File: src/hdl/flash_host_pkg.sv
// constants for the parallel flash host controller
package flash_host_pkg;
  localparam int unsigned CLK_MHZ        = 250;
  localparam int unsigned BLOAD_WIN_US   = 150;
  localparam int unsigned CYCLE_MAX_MS   = 10;
  // longest window, an exact cycle count; host stops waiting for a byte one cycle short of it
  localparam int unsigned BLOAD_WIN_CYC  = BLOAD_WIN_US * CLK_MHZ;
  localparam int unsigned CYCLE_MAX_CYC  = CYCLE_MAX_MS * 1000 * CLK_MHZ;
  // phase lengths in clock cycles, rounded up (write pulse low, pulse high, read access)
  localparam int unsigned WP_NS          = 90;
  localparam int unsigned WPH_NS         = 100;
  localparam int unsigned ACC_NS         = 200;
  localparam int unsigned CLK_NS         = 4;
  localparam logic [7:0]  WP_CYC         = 8'((WP_NS + CLK_NS - 1) / CLK_NS);
  localparam logic [7:0]  WPH_CYC        = 8'((WPH_NS + CLK_NS - 1) / CLK_NS);
  localparam logic [7:0]  ACC_CYC        = 8'((ACC_NS + CLK_NS - 1) / CLK_NS);
  localparam int unsigned SECTOR_BYTES   = 128;
  // register byte offsets
  localparam logic [7:0]  REG_CTRL       = 8'h00;
  localparam logic [7:0]  REG_ADDR       = 8'h04;
  localparam logic [7:0]  REG_WDATA      = 8'h08;
  localparam logic [7:0]  REG_STATUS     = 8'h0C;
  localparam logic [7:0]  REG_RDATA      = 8'h10;
  // ctrl opcodes (bits 2:0)
  localparam logic [2:0]  OP_NONE        = 3'h0;
  localparam logic [2:0]  OP_LOAD        = 3'h1;
  localparam logic [2:0]  OP_READ        = 3'h2;
  localparam logic [2:0]  OP_LOCK_ON     = 3'h3;
  localparam logic [2:0]  OP_LOCK_OFF    = 3'h4;
  localparam logic [2:0]  OP_ID_ENTER    = 3'h5;
  localparam logic [2:0]  OP_ID_EXIT     = 3'h6;
  localparam logic [2:0]  OP_POLL        = 3'h7;
  localparam int unsigned CTRL_UNLK_BIT  = 3;
  // status bits
  localparam int unsigned ST_BUSY        = 0;
  localparam int unsigned ST_DONE        = 1;
  localparam int unsigned ST_TIMEOUT     = 2;
  localparam int unsigned ST_CNT_LSB     = 8;
  // bus responses
  localparam logic [1:0]  RESP_OKAY      = 2'b00;
  localparam logic [1:0]  RESP_SLVERR    = 2'b10;
endpackage

File: src/hdl/flash_host.sv
// host controller driving a parallel sector flash, commanded over axi4-lite
// Operation
// - keep sector address valid each falling strobe
// - output gate high while writing
// - next byte load within load window
// - lock command followed by full sector
// - polling reads keep address constant
// - commands decoded on A14..A0 only
// - locked part needs three-write unlock
//
// The implementer's own choices: the register offsets and the AXI4-Lite register port.
`timescale 1ns/1ns
module flash_host
  import flash_host_pkg::*;
#(
  parameter int unsigned CYCLE_TIMEOUT = CYCLE_MAX_CYC,
  parameter int unsigned LOAD_WINDOW   = BLOAD_WIN_CYC,
  parameter logic [14:0] CMD_A1        = 15'h5555,
  parameter logic [14:0] CMD_A2        = 15'h2AAA,
  parameter logic [7:0]  CMD_D1        = 8'hAA,
  parameter logic [7:0]  CMD_D2        = 8'h55,
  parameter logic [7:0]  CMD_LOCK_ON   = 8'hA0,
  parameter logic [7:0]  CMD_LOCK_OFF1 = 8'h80,
  parameter logic [7:0]  CMD_LOCK_OFF2 = 8'h20,
  parameter logic [7:0]  CMD_ID_ENTER  = 8'h90,
  parameter logic [7:0]  CMD_ID_EXIT   = 8'hF0
) (
  // clock and reset
  input  wire logic        clock,
  input  wire logic        srst,
  // axi4-lite write
  input  wire logic        awvalid,
  output logic             awready,
  input  wire logic [7:0]  awaddr,
  input  wire logic        wvalid,
  output logic             wready,
  input  wire logic [31:0] wdata,
  input  wire logic [3:0]  wstrb,
  output logic             bvalid,
  input  wire logic        bready,
  output logic [1:0]       bresp,
  // axi4-lite read
  input  wire logic        arvalid,
  output logic             arready,
  input  wire logic [7:0]  araddr,
  output logic             rvalid,
  input  wire logic        rready,
  output logic [31:0]      rdata,
  output logic [1:0]       rresp,
  // flash pins
  output logic             chip_sel_n,
  output logic             out_gate_n,
  output logic             wr_strobe_n,
  output logic [16:0]      flash_addr,
  output logic [7:0]       data_out,
  output logic             data_oe,
  input  wire logic [7:0]  data_in
);

  typedef enum logic [6:0] {
    S_IDLE  = 7'b0000001,
    S_WSET  = 7'b0000010,
    S_WLOW  = 7'b0000100,
    S_WHIGH = 7'b0001000,
    S_RLOW  = 7'b0010000,
    S_RHIGH = 7'b0100000,
    S_WAIT  = 7'b1000000
  } state_e;

  // one step of a command prefix: address on A14..A0 and data
  function automatic logic [22:0] seq_step(input logic [2:0] op, input logic [2:0] idx);
    logic [7:0] d3;
    d3 = CMD_LOCK_ON;
    case (op)
      OP_LOCK_OFF: d3 = CMD_LOCK_OFF1;
      OP_ID_ENTER: d3 = CMD_ID_ENTER;
      OP_ID_EXIT:  d3 = CMD_ID_EXIT;
      default:     d3 = CMD_LOCK_ON;
    endcase
    case (idx)
      3'h0:    seq_step = {CMD_A1, CMD_D1};
      3'h1:    seq_step = {CMD_A2, CMD_D2};
      3'h2:    seq_step = {CMD_A1, d3};
      3'h3:    seq_step = {CMD_A1, CMD_D1};
      3'h4:    seq_step = {CMD_A2, CMD_D2};
      default: seq_step = {CMD_A1, CMD_LOCK_OFF2};
    endcase
  endfunction

  state_e      state_ff, nxt_state;
  logic [2:0]  op_ff, nxt_op, step_ff, nxt_step, nsteps_ff, nxt_nsteps;
  logic [7:0]  ph_ff, nxt_ph, wbyte_ff, rbyte_ff, prev_ff, nloaded_ff;
  logic [7:0]  din_m_ff, din_s_ff, awa_ff;
  logic [31:0] tmr_ff, nxt_tmr, wd_ff;
  logic [16:0] addr_ff;
  logic [3:0]  ws_ff;
  logic        unlk_ff, prev_ok_ff, got_ff, busy_ff, done_ff, tmo_ff, aw_ff, w_ff;

  // write channel: take address and data in either order
  wire         wr_go     = aw_ff && w_ff && !bvalid;
  wire         hit_ctrl  = wr_go && awa_ff == REG_CTRL;
  wire         hit_addr  = wr_go && awa_ff == REG_ADDR;
  wire         hit_wdat  = wr_go && awa_ff == REG_WDATA;
  wire         wr_known  = hit_ctrl || hit_addr || hit_wdat;
  wire         start     = hit_ctrl && !busy_ff && wd_ff[2:0] != OP_NONE;
  wire         in_prefix = step_ff < nsteps_ff;
  wire [22:0]  nxt_seq   = seq_step(nxt_op, nxt_step);
  wire         nxt_pre   = nxt_step < nxt_nsteps;
  wire [16:0]  nxt_addr  = nxt_pre ? {2'b00, nxt_seq[22:8]} : addr_ff;
  // a byte written in the load window must go out now, not on the next load
  wire [7:0]   wr_byte   = (hit_wdat && ws_ff[0]) ? wd_ff[7:0] : wbyte_ff;
  wire [7:0]   nxt_data  = nxt_pre ? nxt_seq[7:0] : wr_byte;
  wire         is_read   = op_ff == OP_READ || op_ff == OP_POLL;
  wire         wait_to   = tmr_ff >= LOAD_WINDOW - 1;
  // poll: two successive reads agree on bits 7 and 6
  wire         poll_done = prev_ok_ff && prev_ff[7:6] == rbyte_ff[7:6];

  wire [31:0]  status_w  = {16'h0000, nloaded_ff, 5'h00, tmo_ff, done_ff, busy_ff};
  wire [31:0]  rd_mux    = araddr == REG_CTRL   ? {28'h0000000, unlk_ff, op_ff} :
                           araddr == REG_ADDR   ? {15'h0000, addr_ff} :
                           araddr == REG_WDATA  ? {24'h000000, wbyte_ff} :
                           araddr == REG_STATUS ? status_w :
                           {24'h000000, rbyte_ff};
  wire         rd_known  = araddr == REG_CTRL || araddr == REG_ADDR ||
                           araddr == REG_WDATA || araddr == REG_STATUS ||
                           araddr == REG_RDATA;

  always_comb begin
    nxt_state  = state_ff;
    nxt_op     = op_ff;
    nxt_step   = step_ff;
    nxt_nsteps = nsteps_ff;
    nxt_ph     = ph_ff + 8'h01;
    nxt_tmr    = tmr_ff;
    case (state_ff)
      S_IDLE: begin
        nxt_ph = 8'h00;
        if (start) begin
          nxt_op   = wd_ff[2:0];
          nxt_step = 3'h0;
          case (wd_ff[2:0])
            OP_LOAD:     nxt_nsteps = wd_ff[CTRL_UNLK_BIT] ? 3'h3 : 3'h0;
            OP_LOCK_ON:  nxt_nsteps = 3'h3;
            OP_LOCK_OFF: nxt_nsteps = 3'h6;
            OP_ID_ENTER: nxt_nsteps = 3'h3;
            OP_ID_EXIT:  nxt_nsteps = 3'h3;
            default:     nxt_nsteps = 3'h0;
          endcase
          nxt_state = (wd_ff[2:0] == OP_READ || wd_ff[2:0] == OP_POLL) ? S_RLOW : S_WSET;
        end
      end
      S_WSET: begin
        nxt_state = S_WLOW;
        nxt_ph    = 8'h00;
      end
      S_WLOW: if (ph_ff >= WP_CYC - 8'h01) begin
        nxt_state = S_WHIGH;
        nxt_ph    = 8'h00;
      end
      S_WHIGH: if (ph_ff >= WPH_CYC - 8'h01) begin
        nxt_ph = 8'h00;
        if (in_prefix && step_ff + 3'h1 < nsteps_ff) begin
          nxt_step  = step_ff + 3'h1;
          nxt_state = S_WSET;
        end else if (in_prefix && (op_ff == OP_ID_ENTER || op_ff == OP_ID_EXIT)) begin
          nxt_state = S_IDLE;
        end else if (in_prefix) begin
          // lock commands continue straight into data loads
          nxt_step  = nsteps_ff;
          nxt_state = S_WSET;
        end else begin
          nxt_tmr   = 32'h0;
          nxt_state = S_WAIT;
        end
      end
      S_WAIT: begin
        // next byte must arrive inside the load window
        nxt_tmr = tmr_ff + 32'h1;
        nxt_ph  = 8'h00;
        if (hit_wdat && !wait_to) begin
          nxt_tmr   = 32'h0;
          nxt_state = S_WSET;
        end else if (wait_to && !hit_wdat) begin
          // window closed by the part itself; now poll its cycle
          nxt_op    = OP_POLL;
          nxt_tmr   = 32'h0;
          nxt_state = S_RLOW;
        end
      end
      S_RLOW: begin
        if (op_ff == OP_POLL) nxt_tmr = tmr_ff + 32'h1;
        if (ph_ff >= ACC_CYC - 8'h01) begin
          nxt_state = S_RHIGH;
          nxt_ph    = 8'h00;
        end
      end
      S_RHIGH: begin
        if (op_ff == OP_POLL) nxt_tmr = tmr_ff + 32'h1;
        if (ph_ff >= WPH_CYC - 8'h01) begin
          nxt_ph    = 8'h00;
          nxt_state = (op_ff == OP_POLL && !poll_done && tmr_ff < CYCLE_TIMEOUT)
                      ? S_RLOW : S_IDLE;
        end
      end
      default: nxt_state = S_IDLE;
    endcase
  end

  always_ff @(posedge clock) begin
    if (srst) begin
      state_ff  <= S_IDLE;
      op_ff     <= OP_NONE;
      step_ff   <= 3'h0;
      nsteps_ff <= 3'h0;
      ph_ff     <= 8'h00;
      tmr_ff    <= 32'h0;
    end else begin
      state_ff  <= nxt_state;
      op_ff     <= nxt_op;
      step_ff   <= nxt_step;
      nsteps_ff <= nxt_nsteps;
      ph_ff     <= nxt_ph;
      tmr_ff    <= nxt_tmr;
    end
  end

  // data pins are asynchronous to us
  always_ff @(posedge clock) begin
    if (srst) begin
      din_m_ff <= 8'h00;
      din_s_ff <= 8'h00;
    end else begin
      din_m_ff <= data_in;
      din_s_ff <= din_m_ff;
    end
  end

  // pin drivers; gate stays high for every write phase
  always_ff @(posedge clock) begin
    if (srst) begin
      chip_sel_n  <= 1'b1;
      out_gate_n  <= 1'b1;
      wr_strobe_n <= 1'b1;
      flash_addr  <= 17'h00000;
      data_out    <= 8'h00;
      data_oe     <= 1'b0;
    end else begin
      chip_sel_n  <= !(nxt_state == S_WLOW || nxt_state == S_RLOW || nxt_state == S_WSET);
      out_gate_n  <= nxt_state != S_RLOW;
      wr_strobe_n <= nxt_state != S_WLOW;
      data_oe     <= nxt_state == S_WSET || nxt_state == S_WLOW;
      if (nxt_state == S_WSET) begin
        flash_addr <= nxt_addr;
        data_out   <= nxt_data;
      end else if (state_ff == S_IDLE && nxt_state == S_RLOW) begin
        flash_addr <= addr_ff;
      end
    end
  end

  // status, captured read data, software registers
  always_ff @(posedge clock) begin
    if (srst) begin
      addr_ff    <= 17'h00000;
      wbyte_ff   <= 8'h00;
      unlk_ff    <= 1'b0;
      rbyte_ff   <= 8'h00;
      prev_ff    <= 8'h00;
      prev_ok_ff <= 1'b0;
      got_ff     <= 1'b0;
      nloaded_ff <= 8'h00;
      busy_ff    <= 1'b0;
      done_ff    <= 1'b0;
      tmo_ff     <= 1'b0;
    end else begin
      if (hit_addr && ws_ff[0]) addr_ff[7:0] <= wd_ff[7:0];
      if (hit_addr && ws_ff[1]) addr_ff[15:8] <= wd_ff[15:8];
      if (hit_addr && ws_ff[2]) addr_ff[16] <= wd_ff[16];
      // low seven address bits step the byte within the sector
      if (state_ff == S_WHIGH && nxt_state == S_WAIT && !in_prefix)
        addr_ff[6:0] <= addr_ff[6:0] + 7'h01;
      wbyte_ff <= wr_byte;
      if (start) unlk_ff <= wd_ff[CTRL_UNLK_BIT];
      busy_ff <= nxt_state != S_IDLE;
      if (start) begin
        done_ff    <= 1'b0;
        tmo_ff     <= 1'b0;
        nloaded_ff <= 8'h00;
        prev_ok_ff <= 1'b0;
        got_ff     <= 1'b0;
      end else if (state_ff != S_IDLE && nxt_state == S_IDLE) begin
        done_ff <= 1'b1;
        tmo_ff  <= op_ff == OP_POLL && !poll_done;
      end
      if (state_ff == S_WHIGH && nxt_state == S_WAIT && !in_prefix && nloaded_ff < 8'hFF)
        nloaded_ff <= nloaded_ff + 8'h01;
      // sample before the gate rises; a released bus carries nothing
      if (state_ff == S_RLOW && nxt_state == S_RHIGH) begin
        rbyte_ff   <= din_s_ff;
        prev_ff    <= rbyte_ff;
        prev_ok_ff <= got_ff;
        got_ff     <= 1'b1;
      end
    end
  end

  // axi4-lite slave
  always_ff @(posedge clock) begin
    if (srst) begin
      aw_ff   <= 1'b0;
      w_ff    <= 1'b0;
      awa_ff  <= 8'h00;
      wd_ff   <= 32'h0;
      ws_ff   <= 4'h0;
      awready <= 1'b0;
      wready  <= 1'b0;
      bvalid  <= 1'b0;
      bresp   <= RESP_OKAY;
      arready <= 1'b0;
      rvalid  <= 1'b0;
      rdata   <= 32'h0;
      rresp   <= RESP_OKAY;
    end else begin
      awready <= !aw_ff && !awready && awvalid && !bvalid;
      wready  <= !w_ff && !wready && wvalid && !bvalid;
      if (awvalid && awready) begin
        aw_ff  <= 1'b1;
        awa_ff <= {awaddr[7:2], 2'b00};
      end
      if (wvalid && wready) begin
        w_ff  <= 1'b1;
        wd_ff <= wdata;
        ws_ff <= wstrb;
      end
      if (wr_go) begin
        aw_ff  <= 1'b0;
        w_ff   <= 1'b0;
        bvalid <= 1'b1;
        bresp  <= wr_known ? RESP_OKAY : RESP_SLVERR;
      end else if (bvalid && bready) begin
        bvalid <= 1'b0;
      end
      arready <= !arready && arvalid && !rvalid;
      if (arvalid && arready) begin
        rvalid <= 1'b1;
        rdata  <= rd_mux;
        rresp  <= rd_known ? RESP_OKAY : RESP_SLVERR;
      end else if (rvalid && rready) begin
        rvalid <= 1'b0;
      end
    end
  end

endmodule

File: config.mk
export PLATFORM = sky130hd
export DESIGN_NAME = flash_host
export DESIGN_NICKNAME = d
export VERILOG_FILES = /design/src/hdl/flash_host_pkg.sv /design/src/hdl/flash_host.sv
export SDC_FILE = /design/constraint.sdc
export NUM_CORES = 1
export LEC_CHECK = 0
export ABC_AREA = 0
export BUFFER_PORTS_ARGS = -buffer_cell sky130_fd_sc_hd__buf_2
export CAP_MARGIN = 20
export CORE_MARGIN = 2
export CORE_UTILIZATION = 57
export CTS_BUF_LIST = sky130_fd_sc_hd__clkbuf_8 sky130_fd_sc_hd__clkbuf_16
export CTS_CLUSTER_DIAMETER = 50
export CTS_CLUSTER_SIZE = 12
export DETAILED_ROUTE_END_ITERATION = 10
export GPL_TIMING_DRIVEN = 0
export PLACE_DENSITY_LB_ADDON = 0.25
export SYNTH_ARGS = -nofsm -noshare
export SYNTH_HDL_FRONTEND = slang
export SYNTH_SLANG_ARGS = --single-unit
export TNS_END_PERCENT = 50
File: constraint.sdc
create_clock -name clock -period 5.2 [get_ports clock]
set_input_delay 1.56 -clock clock [delete_from_list [all_inputs] [get_ports clock]]
set_output_delay 1.56 -clock clock [all_outputs]
set_load 0.05 [all_outputs]
Word level (Yosys, flattened, before mapping)
Index checks and enable logic that the tools add are counted.
{"block": "op_classes", "eq_ne": 46, "n_reduce_logical": 81, "n_lt_le_gt_ge": 9, "n_mux": 63, "addsub": 5}
{"cell": "$mux 32", "count": 7}
{"cell": "$pmux 32 s3", "count": 1}
{"cell": "$mux 17", "count": 5}
{"cell": "$mux 7", "count": 12}
{"cell": "$pmux 23 s3", "count": 1}
{"cell": "$mux 8", "count": 7}
{"cell": "$pmux 7 s7", "count": 1}
{"cell": "$logic_and 1x1->1", "count": 37}
{"cell": "$eq 3x3->1 const B", "count": 11}
{"cell": "$add 32x1->32 const B", "count": 1}
{"cell": "$ge 32x16->1 const B", "count": 1}
{"cell": "$lt 32x22->1 const B", "count": 1}
{"cell": "$mux 16", "count": 2}
{"cell": "$pmux 8 s4", "count": 1}
{"cell": "$mux 3", "count": 10}
{"cell": "$pmux 7 s3", "count": 1}
{"cell": "$add 8x1->8 const B", "count": 2}
{"cell": "$eq 8x4->1 const B", "count": 2}
{"cell": "$ge 8x5->1 const B", "count": 2}
{"cell": "$logic_not 8->1", "count": 2}
{"cell": "$eq 7x1->1 const B", "count": 2}
{"cell": "$eq 7x2->1 const B", "count": 2}
{"cell": "$eq 7x3->1 const B", "count": 2}
{"cell": "$eq 7x5->1 const B", "count": 2}
{"cell": "other kinds (33)", "count": 89}
{"block": "totals", "word_cells": 245, "out_inout_bits": 70, "in_bits": 67, "ff_bits": 225}

Longest topological paths before layout
Gate-level depths: netlist of run 1.
{"block": "depth", "depth_word": 13, "ltp_mapped": 17, "ltp_nobuf": 16}

Worst setup path after synthesis of run 1
No wires, ideal clock.
{"block": "synth_timing", "path_type": "register to register", "start": "register step_ff[0]", "end": "register data_out[5]", "synth_period_minus_slack_ns": 3.841, "path_buffers": 1, "setup_ns": 0.114, "arrival_ns": 3.727, "t_required_ns": 5.086, "path_stages_with_launch": 18, "path_slack_ns": 1.359, "cell_sequence": "dfxtp_1 -> ha_1 -> xor2_1 -> ha_1 -> a21o_1 -> a31o_2 -> a21oi_1 -> o32ai_1 -> a211oi_4 -> inv_1 -> ha_1 -> and2_0 -> a32o_1 -> a21oi_4 -> nand2b_2 -> buf_6 -> a32o_1 -> a21o_1"}
{"block": "synth_via", "elab_chain_cells": 10, "word_cells_on_any_way": 27, "classes_between": "add/sub (1); order compare (3); eq/ne (5); mux (13); reduce/logical (5)"}
{"item": "from (decl)", "line_no": "flash_host.sv:91", "source": "logic [2:0] op_ff, nxt_op, step_ff, nxt_step, nsteps_ff, nxt_nsteps;"}
{"item": "from (signal assigned)", "line_no": "flash_host.sv:220", "source": "step_ff <= nxt_step;"}
{"item": "$add 3x1->3 or $lt 3x3->1 (tied branches)", "line_no": "flash_host.sv:162, flash_host.sv:163, flash_host.sv:106"}
{"item": "$lt 3x3->1, or another cell as far along", "line_no": "flash_host.sv:162", "source": "if (in_prefix && step_ff + 3'h1 < nsteps_ff) begin"}
{"item": "$logic_and 1x1->1 or $mux 3 (tied branches)", "line_no": "flash_host.sv:162, flash_host.sv:165"}
{"item": "$mux 3 *", "line_no": "flash_host.sv:162"}
{"item": "$mux 3 *", "line_no": "flash_host.sv:160", "source": "S_WHIGH: if (ph_ff >= WPH_CYC - 8'h01) begin"}
{"item": "$pmux 3 s2 *", "line_no": "flash_host.sv:135", "source": "case (state_ff)"}
{"item": "net nxt_step[2]", "line_no": "flash_host.sv:91"}
{"item": "$eq 3x3->1, or another cell as far along", "line_no": "flash_host.sv:80", "source": "case (idx)"}
{"item": "$reduce_or 2->1 (no source line)"}
{"item": "$pmux 23 s3", "line_no": "flash_host.sv:80"}
{"item": "$mux 8 *", "line_no": "flash_host.sv:112", "source": "wire [7:0] nxt_data = nxt_pre ? nxt_seq[7:0] : wr_byte;"}
{"item": "to (signal assigned)", "line_no": "flash_host.sv:254", "source": "data_out <= nxt_data;"}
{"item": "to (decl)", "line_no": "flash_host.sv:55", "source": "output logic [7:0] data_out,"}
Mark *: on every way through the listed nets, which the timed path passes. The rest lies on a longest branch.
A chain may end at the register's enable or synchronous reset.

Final worst setup path of run 1
Ends and elaborated chain as after synthesis.

==> summary.txt, run 1 <==
Power and ir drop
  – Seq pwr share: 0.467
  – Clock power frac: 0.478
  – Leak Pwr: 4.29 nW
  – PwrDens: 304 nW/um^2
  – Sw Ratio: 0.241
  – Cell Int Power: 2.57 mW
  – Sw Pwr: 813 uW
  – Max VDD drop: 0.278 mV
  – Comb power frac: 0.055
  – Total Power Consumption: 3.38 mW

Place
  – Global placer's final weighted congestion: 0.954
  – Post-place setup slack: 0.863 ns
  – Hpwl dp: 18900 um
  – Placed cell areas: 10300 um^2
  – Port bufs: 98
  – Cell count after placement: 1471

Worst setup path
  – CP Capture Point: data_out[5]
  – Critical path fanouts, max: 10
  – R2R cell count: 17
  – Critical Path Sink Type: flip-flop
  – CP Cell Sequence: ha_1 > xor2_1 > ha_1 > a21o_1 > a31oi_1 > nand4_1 > o2111a_1 > a211oi_4 > inv_1 > ha_1 > and2_0 > a32o_1 > a21oi_4 > nand2b_2 > buf_6 > a32o_1 > a21o_1
  – CP Data Arrival Time: 4.85 ns
  – FF-to-FF Start: step_ff[0]
  – Max stage delay on crit path: 0.46 ns
  – CP max-delay cell: dfxtp_1
  – Reg2Reg Setup Slack: 0.76 ns
  – Req. time, crit path: 5.62 ns
  – Most used cell, CP: ha_1
  – WS Path Type: reg2reg
  – Reg2reg end: data_out[5]
  – Startpoint Class: flip-flop
  – Critical path origin: step_ff[0]

Synth
  – Synth Flop Type: dfxtp_1
  – Syn_area_per_cell: 8.37 um^2
  – Synth Register Bits: 202
  – Cells after Synth: 1137
  – Synth cell types: 83
  – Post-synth design cell area: 9520 um^2
  – Asr flop ratio synth: 0
  – YS warnings: 0
  – Dominant cells by area after synthesis: dfxtp_1 42%, nand2_1 7.5%, a21oi_1 4.6%, nor2_1 4.1%, nand3_1 2.7%
  – Post-synth EDFFs: 0
  – Post-synth top area cell: dfxtp_1
  – Post-synth top cells: 202 x dfxtp_1, 190 x nand2_1, 103 x nor2_1, 87 x a21oi_1, 53 x clkbuf_1
  – Sequential-to-total area share from yosys stat: 0.425
  – Post-synth top area share: 0.425
  – Top-count cell post-synth: dfxtp_1

Routing
  – Routed wire length: 26000 um
  – Drt drc: 0
  – Vias per cell: 5.82
  – Wirelength per Cell: 17.2 um
  – DR iter-0 viols: 847
  – Routed vias: 8794
  – First-pass DRT Iterations: 5
  – Post-DRT Antenna Nets: 0

Job
  – Max-Cap Viols: 0

Floorplan
  – Width of the die: 133 um
  – Die span in y: 133 um
  – Core Region: 16500 um^2
  – Die footprint: 17700 um^2
  – I/O pins: 137
  – Initial core utilization: 0.578
  – Core Rows: 47

Global route
  – Total track usage: 0.289
  – Global-route wire length before repair: 41800 um
  – GRT overflow: 0
  – Largest net degree at the start of global routing: 13
  – Antenna violations before repair: 1
  – Vias in the first global route: 8249

Clock network
  – # clock sinks: 202
  – Hold_buf cts: 0
  – Clock Root Buffer: clkbuf_16
  – Clk_lat worst skew: 0.53 ns
  – Bufs on Longest Clock Path: 3
  – Clock-pin slew on the worst setup and hold paths: 0.06 ns
  – Setup repair bufs after CTS: 0
  – H-Tree Depth: 1
  – Total CTS buffers: 24
  – Post_cts resized: 0
  – TritonCTS clock tree: built

Finish
  – Area Growth Syn to Fin: 16.8%
  – Layout cells sized above 1: 0.156
  – Final #Nets: 1358
  – Fin area: 11100 um^2
  – Fin util: 0.675
  – Final Non-Filler Cells: 1511
  – Ant diodes: 0
  – Fillers: 1414

STA
  – Hold_ws: 0.435 ns
  – Clk_skew: 0.0177 ns
  – Final hold vios: 0
  – Worst setup margin: 0.763 ns
  – Unrepaired setup endpoints after global routing: false
  – Setup TNS: 0 ns
  – Slew Viols, Final: 0
  – Max Clk Rate: 225 MHz
  – Final Cycle Share: 0.853
  – Measured slew at the worst slew-check pin: 0.910 ns
  – Min Tclk post-route: 4.44 ns
  – Setup Viol. Count Final: 0
  – Relative max-transition margin: 0.389

Worst hold path
  – Hold Path Class: reg2reg

Outcome
  – Status: completed
## cell families (layout without fill, tap and decap cells)
group | Yosys count | after routing | synth area share
other | 1 | 17 | 0.000394
buffers and inverters | 106 | 244 | 0.0526
XOR/XNOR | 44 | 44 | 0.0413
AND/OR/NAND/NOR | 512 | 512 | 0.261
adder cells (fa/ha/maj) | 14 | 14 | 0.0184
flip-flops | 202 | 202 | 0.425
AO/OA/AOI/OAI | 232 | 232 | 0.169
multiplexers | 26 | 26 | 0.0323
## cell type report
type / instances / area [um^2] / area share
Sequential cell: 202 / 4040 / 0.364
Buffer: 82 / 410 / 0.0369
Tap cell: 220 / 275 / 0.0248
Inverter: 24 / 90.1 / 0.00811
Clock buffer: 31 / 697 / 0.0627
Clock inverter: 9 / 72.6 / 0.00653
Multi-Input combinational cell: 845 / 5030 / 0.453
Timing Repair Buffer: 98 / 490 / 0.0441
## sequential cells by signal (all words and copies together), names as in the netlist, 17 cells and up
name	cells
tmr_ff	32
addr_ff	17
flash_addr	17
rdata	17
wd_ff	17
## worst max-delay path: cells and delay by family (launching register included)
kind	cells	cell delay (ns)
buffers and inverters	2	0.24
flip-flops	1	0.46
AO/OA/AOI/OAI	8	2.16
adder cells (fa/ha/maj)	3	0.82
XOR/XNOR	1	0.15
AND/OR/NAND/NOR	3	0.50
## worst min path at each step
stage | start | to | slack [ns] | depth (start not counted)
6_report | din_m_ff[4] | din_s_ff[4] | 0.44 | 1
5_1_grt | din_s_ff[1] | rbyte_ff[1] | 0.45 | 2
4_1_cts | din_s_ff[6] | rbyte_ff[6] | 0.44 | 2
3_5_place_dp | din_m_ff[4] | din_s_ff[4] | 0.42 | 1
3_3_place_gp | din_m_ff[0] | din_s_ff[0] | 0.42 | 1
2_1_floorplan | aw_ff | awready | 0.41 | 1
## cells in the final DEF, fill, tap and decap left out, drive strengths merged, types with 13 or more instances in the layout
cell and n:
nand2 190, nor3 37, conb 17, a211oi 19, nand3 51, buf 126
xor2 21, clkbuf 85, a22oi 13, nor2b 19, and3 21, inv 26
xnor2 23, nand4 15, o211ai 13, mux2i 15, a21oi 88, ha 14
nor2 103, dfxtp 202, o21ai 37
## power by group through the flow
stage / Sequential, mW / Combinational, mW / Clock, mW
2_1_floorplan: 1.62 / 0.119 / 0
3_3_place_gp: 1.61 / 0.182 / 0
3_5_place_dp: 1.61 / 0.184 / 0
4_1_cts: 1.58 / 0.184 / 1.63
5_1_grt: 1.58 / 0.201 / 1.69
6_report: 1.58 / 0.186 / 1.62
## metal layers
metal / vias up / part of all wire / global-route usage
met1: 4088 / 0.42 / 0.374
met2: 372 / 0.47 / 0.478
li1: 4243 / - / -
met3: 89 / 0.072 / 0.0510
met5: - / 0.00050 / 0
met4: 2 / 0.046 / 0.126
(Power assumes the default switching activity.)
==> run 2, diff against run 1 <==
--- a/config.mk
+++ b/config.mk
@@ -5,11 +5,11 @@
 export SDC_FILE = /design/constraint.sdc
 export NUM_CORES = 1
 export LEC_CHECK = 0
-export ABC_AREA = 0
+export ABC_AREA = 1
 export BUFFER_PORTS_ARGS = -buffer_cell sky130_fd_sc_hd__buf_2
 export CAP_MARGIN = 20
 export CORE_MARGIN = 2
-export CORE_UTILIZATION = 57
+export CORE_UTILIZATION = 58
 export CTS_BUF_LIST = sky130_fd_sc_hd__clkbuf_8 sky130_fd_sc_hd__clkbuf_16
 export CTS_CLUSTER_DIAMETER = 50
 export CTS_CLUSTER_SIZE = 12
==> summary.txt, run 2 <==
Global route
  – GRT overflow: 0
  – Global-route wire length before repair: 41400 um
  – Vias in the first global route: 8564
  – Met2 usage: 0.459
  – Met3 Use GR: 0.0518
  – Antenna violations before repair: 0
  – Largest net degree at the start of global routing: 13
  – Total track usage: 0.282
  – Met1 usage: 0.375
  – Most Crowded Layer GR: met2

Worst setup path
  – Critical path fanouts, max: 7
  – Startpoint Class: flip-flop
  – FF-to-FF Start: step_ff[0]
  – Req. time, crit path: 5.56 ns
  – Reg2Reg Setup Slack: 1.45 ns
  – R2R cell count: 19
  – Critical Path Sink Type: flip-flop
  – CP Data Arrival Time: 4.11 ns
  – WS Path Type: reg2reg
  – Reg2reg end: flash_addr[15]
  – Critical path origin: step_ff[0]

Routing
  – First-pass DRT Iterations: 5
  – DR iter-0 viols: 735
  – Routed vias: 9452
  – Routed wire length: 26000 um
  – Vias per cell: 5.37
  – Wirelength per Cell: 14.8 um
  – Drt drc: 0
  – Post-DRT Antenna Nets: 0

Place
  – Placed cell areas: 10800 um^2
  – Global placer's final weighted congestion: 0.933
  – Port bufs: 101
  – Hpwl dp: 19500 um
  – Cell count after placement: 1726

Floorplan
  – Initial core utilization: 0.596
  – Die span in y: 135 um
  – Width of the die: 135 um
  – I/O pins: 137
  – Core Rows: 47
  – Core Region: 16700 um^2
  – Die footprint: 18200 um^2

STA
  – Min Tclk post-route: 3.75 ns
  – Relative max-transition margin: 0.385
  – Setup Viol. Count Final: 0
  – Final Cycle Share: 0.721
  – Measured slew at the worst slew-check pin: 0.923 ns
  – Final hold vios: 0
  – Unrepaired setup endpoints after global routing: false
  – Clk_skew: 0.0196 ns
  – Setup TNS: 0 ns
  – Max Clk Rate: 267 MHz
  – Slew Viols, Final: 0
  – Hold_ws: 0.402 ns

Job
  – Max-Cap Viols: 0

Clock network
  – H-Tree Depth: 1
  – Hold_buf cts: 0
  – # clock sinks: 202
  – Total CTS buffers: 23
  – Clock-pin slew on the worst setup and hold paths: 0.06 ns
  – Post_cts resized: 0
  – Clock Root Buffer: clkbuf_16
  – TritonCTS clock tree: built
  – Setup repair bufs after CTS: 0
  – Bufs on Longest Clock Path: 3
  – Clk_lat worst skew: 0.52 ns

Worst hold path
  – Hold Path Sink: din_s_ff[6]
  – Hold depth: 2
  – Hold Path Class: reg2reg
  – Hold path start: din_m_ff[6]

Synth
  – Synth cell types: 58
  – Syn_area_per_cell: 7.16 um^2
  – Cells after Synth: 1389
  – Post-synth top cells: 250 x nand2_1, 202 x dfxtp_1, 201 x nor2_1, 167 x inv_1, 108 x o21ai_0
  – Asr flop ratio synth: 0
  – Post-synth EDFFs: 0
  – Post-synth top area share: 0.406
  – Post-synth top area cell: dfxtp_1
  – Synth Register Bits: 202
  – Dominant cells by area after synthesis: dfxtp_1 41%, nand2_1 9.4%, nor2_1 7.6%, inv_1 6.3%, o21ai_0 5.4%
  – Sequential-to-total area share from yosys stat: 0.406
  – YS warnings: 0
  – Synth Flop Type: dfxtp_1
  – Top-count cell post-synth: nand2_1
  – Post-synth design cell area: 9950 um^2

Finish
  – Fin area: 11500 um^2
  – Top reg by flops: tmr_ff
  – Fillers: 1445
  – Ant diodes: 0
  – Layout cells sized above 1: 0.167
  – Area Growth Syn to Fin: 15.9%
  – Final Non-Filler Cells: 1760
  – Leading cell types in the layout, fill and taps excluded: 250 x nand2_1, 202 x dfxtp_1, 201 x nor2_1
  – Number of flip-flops in the largest register: 32
  – Final #Nets: 1612
  – Most common cell after layout, fill and taps aside: nand2_1

Power and ir drop
  – Max VDD drop: 0.275 mV
  – PwrDens: 294 nW/um^2
  – Total Power Consumption: 3.39 mW
  – Leak Pwr: 4.97 nW

Outcome
  – Status: completed
[run 2: through the flow]
stage,setup WS [ns],util
2_1_floorplan,2.12,-
3_3_place_gp,1.70,0.646
3_5_place_dp,1.64,0.646
4_1_cts,1.64,0.691
5_1_grt,1.22,0.691
6_report,1.45,0.691
[run 2: critical path, cell delays in order, from the launching register on]
cell      delay [ns]
dfxtp_1         0.37
ha_1            0.24
xnor2_1         0.27
inv_1           0.08
ha_1            0.29
a21oi_1         0.15
nand2_1         0.11
inv_1           0.10
nand2_2         0.10
inv_1           0.11
a21oi_1         0.08
nand2_1         0.08
nand2_1         0.05
nand2_1         0.05
nand2_1         0.07
ha_1            0.30
a21oi_1         0.27
nand2_2         0.14
o21ai_0         0.64
a211oi_1        0.09
[run 2: kinds of logic (layout without fill, tap and decap cells)]
group                    count (synthesis)  count (layout)  synth area share
buffers and inverters                  243             378             0.105
AND/OR/NAND/NOR                        638             638             0.296
flip-flops                             202             202             0.406
XOR/XNOR                                31              31            0.0273
AO/OA/AOI/OAI                          259             259             0.146
multiplexers                             1               1           0.00101
other                                    1              17          0.000377
adder cells (fa/ha/maj)                 14              14            0.0176
[run 2: routing by layer]
metal  vias to the layer above  wire length (um)
met1                      4305             11400
met2                       330             11700
met5                         -                 0
met4                         0               920
met3                        65              2020
li1                       4752                 -
[run 2: worst max-delay path by stage]
stage,end,slack [ns],cells past startpoint
2_1_floorplan,rdata[0],2.12,6
3_3_place_gp,rdata[5],1.70,7
3_5_place_dp,rdata[5],1.64,7
4_1_cts,flash_addr[15],1.64,19
5_1_grt,flash_addr[16],1.22,21
6_report,flash_addr[15],1.45,19
[run 2: cell type report]
type	instances	area, um^2	share of cell area
flip-flops and latches	202	4040	0.351
plain buffers	61	357	0.0309
clock buffers	23	576	0.0499
repair buffers	101	505	0.0438
inverters	182	688	0.0597
multi-input cells	960	4920	0.427
well taps	220	275	0.0239
clock inverters	11	166	0.0144
[run 2: where the power goes]
group	switching [mW]	leakage, nW	internal [mW]
sequential	0.0118	1.63	1.57
clock	0.636	0.367	0.996
combinational	0.129	2.97	0.0494
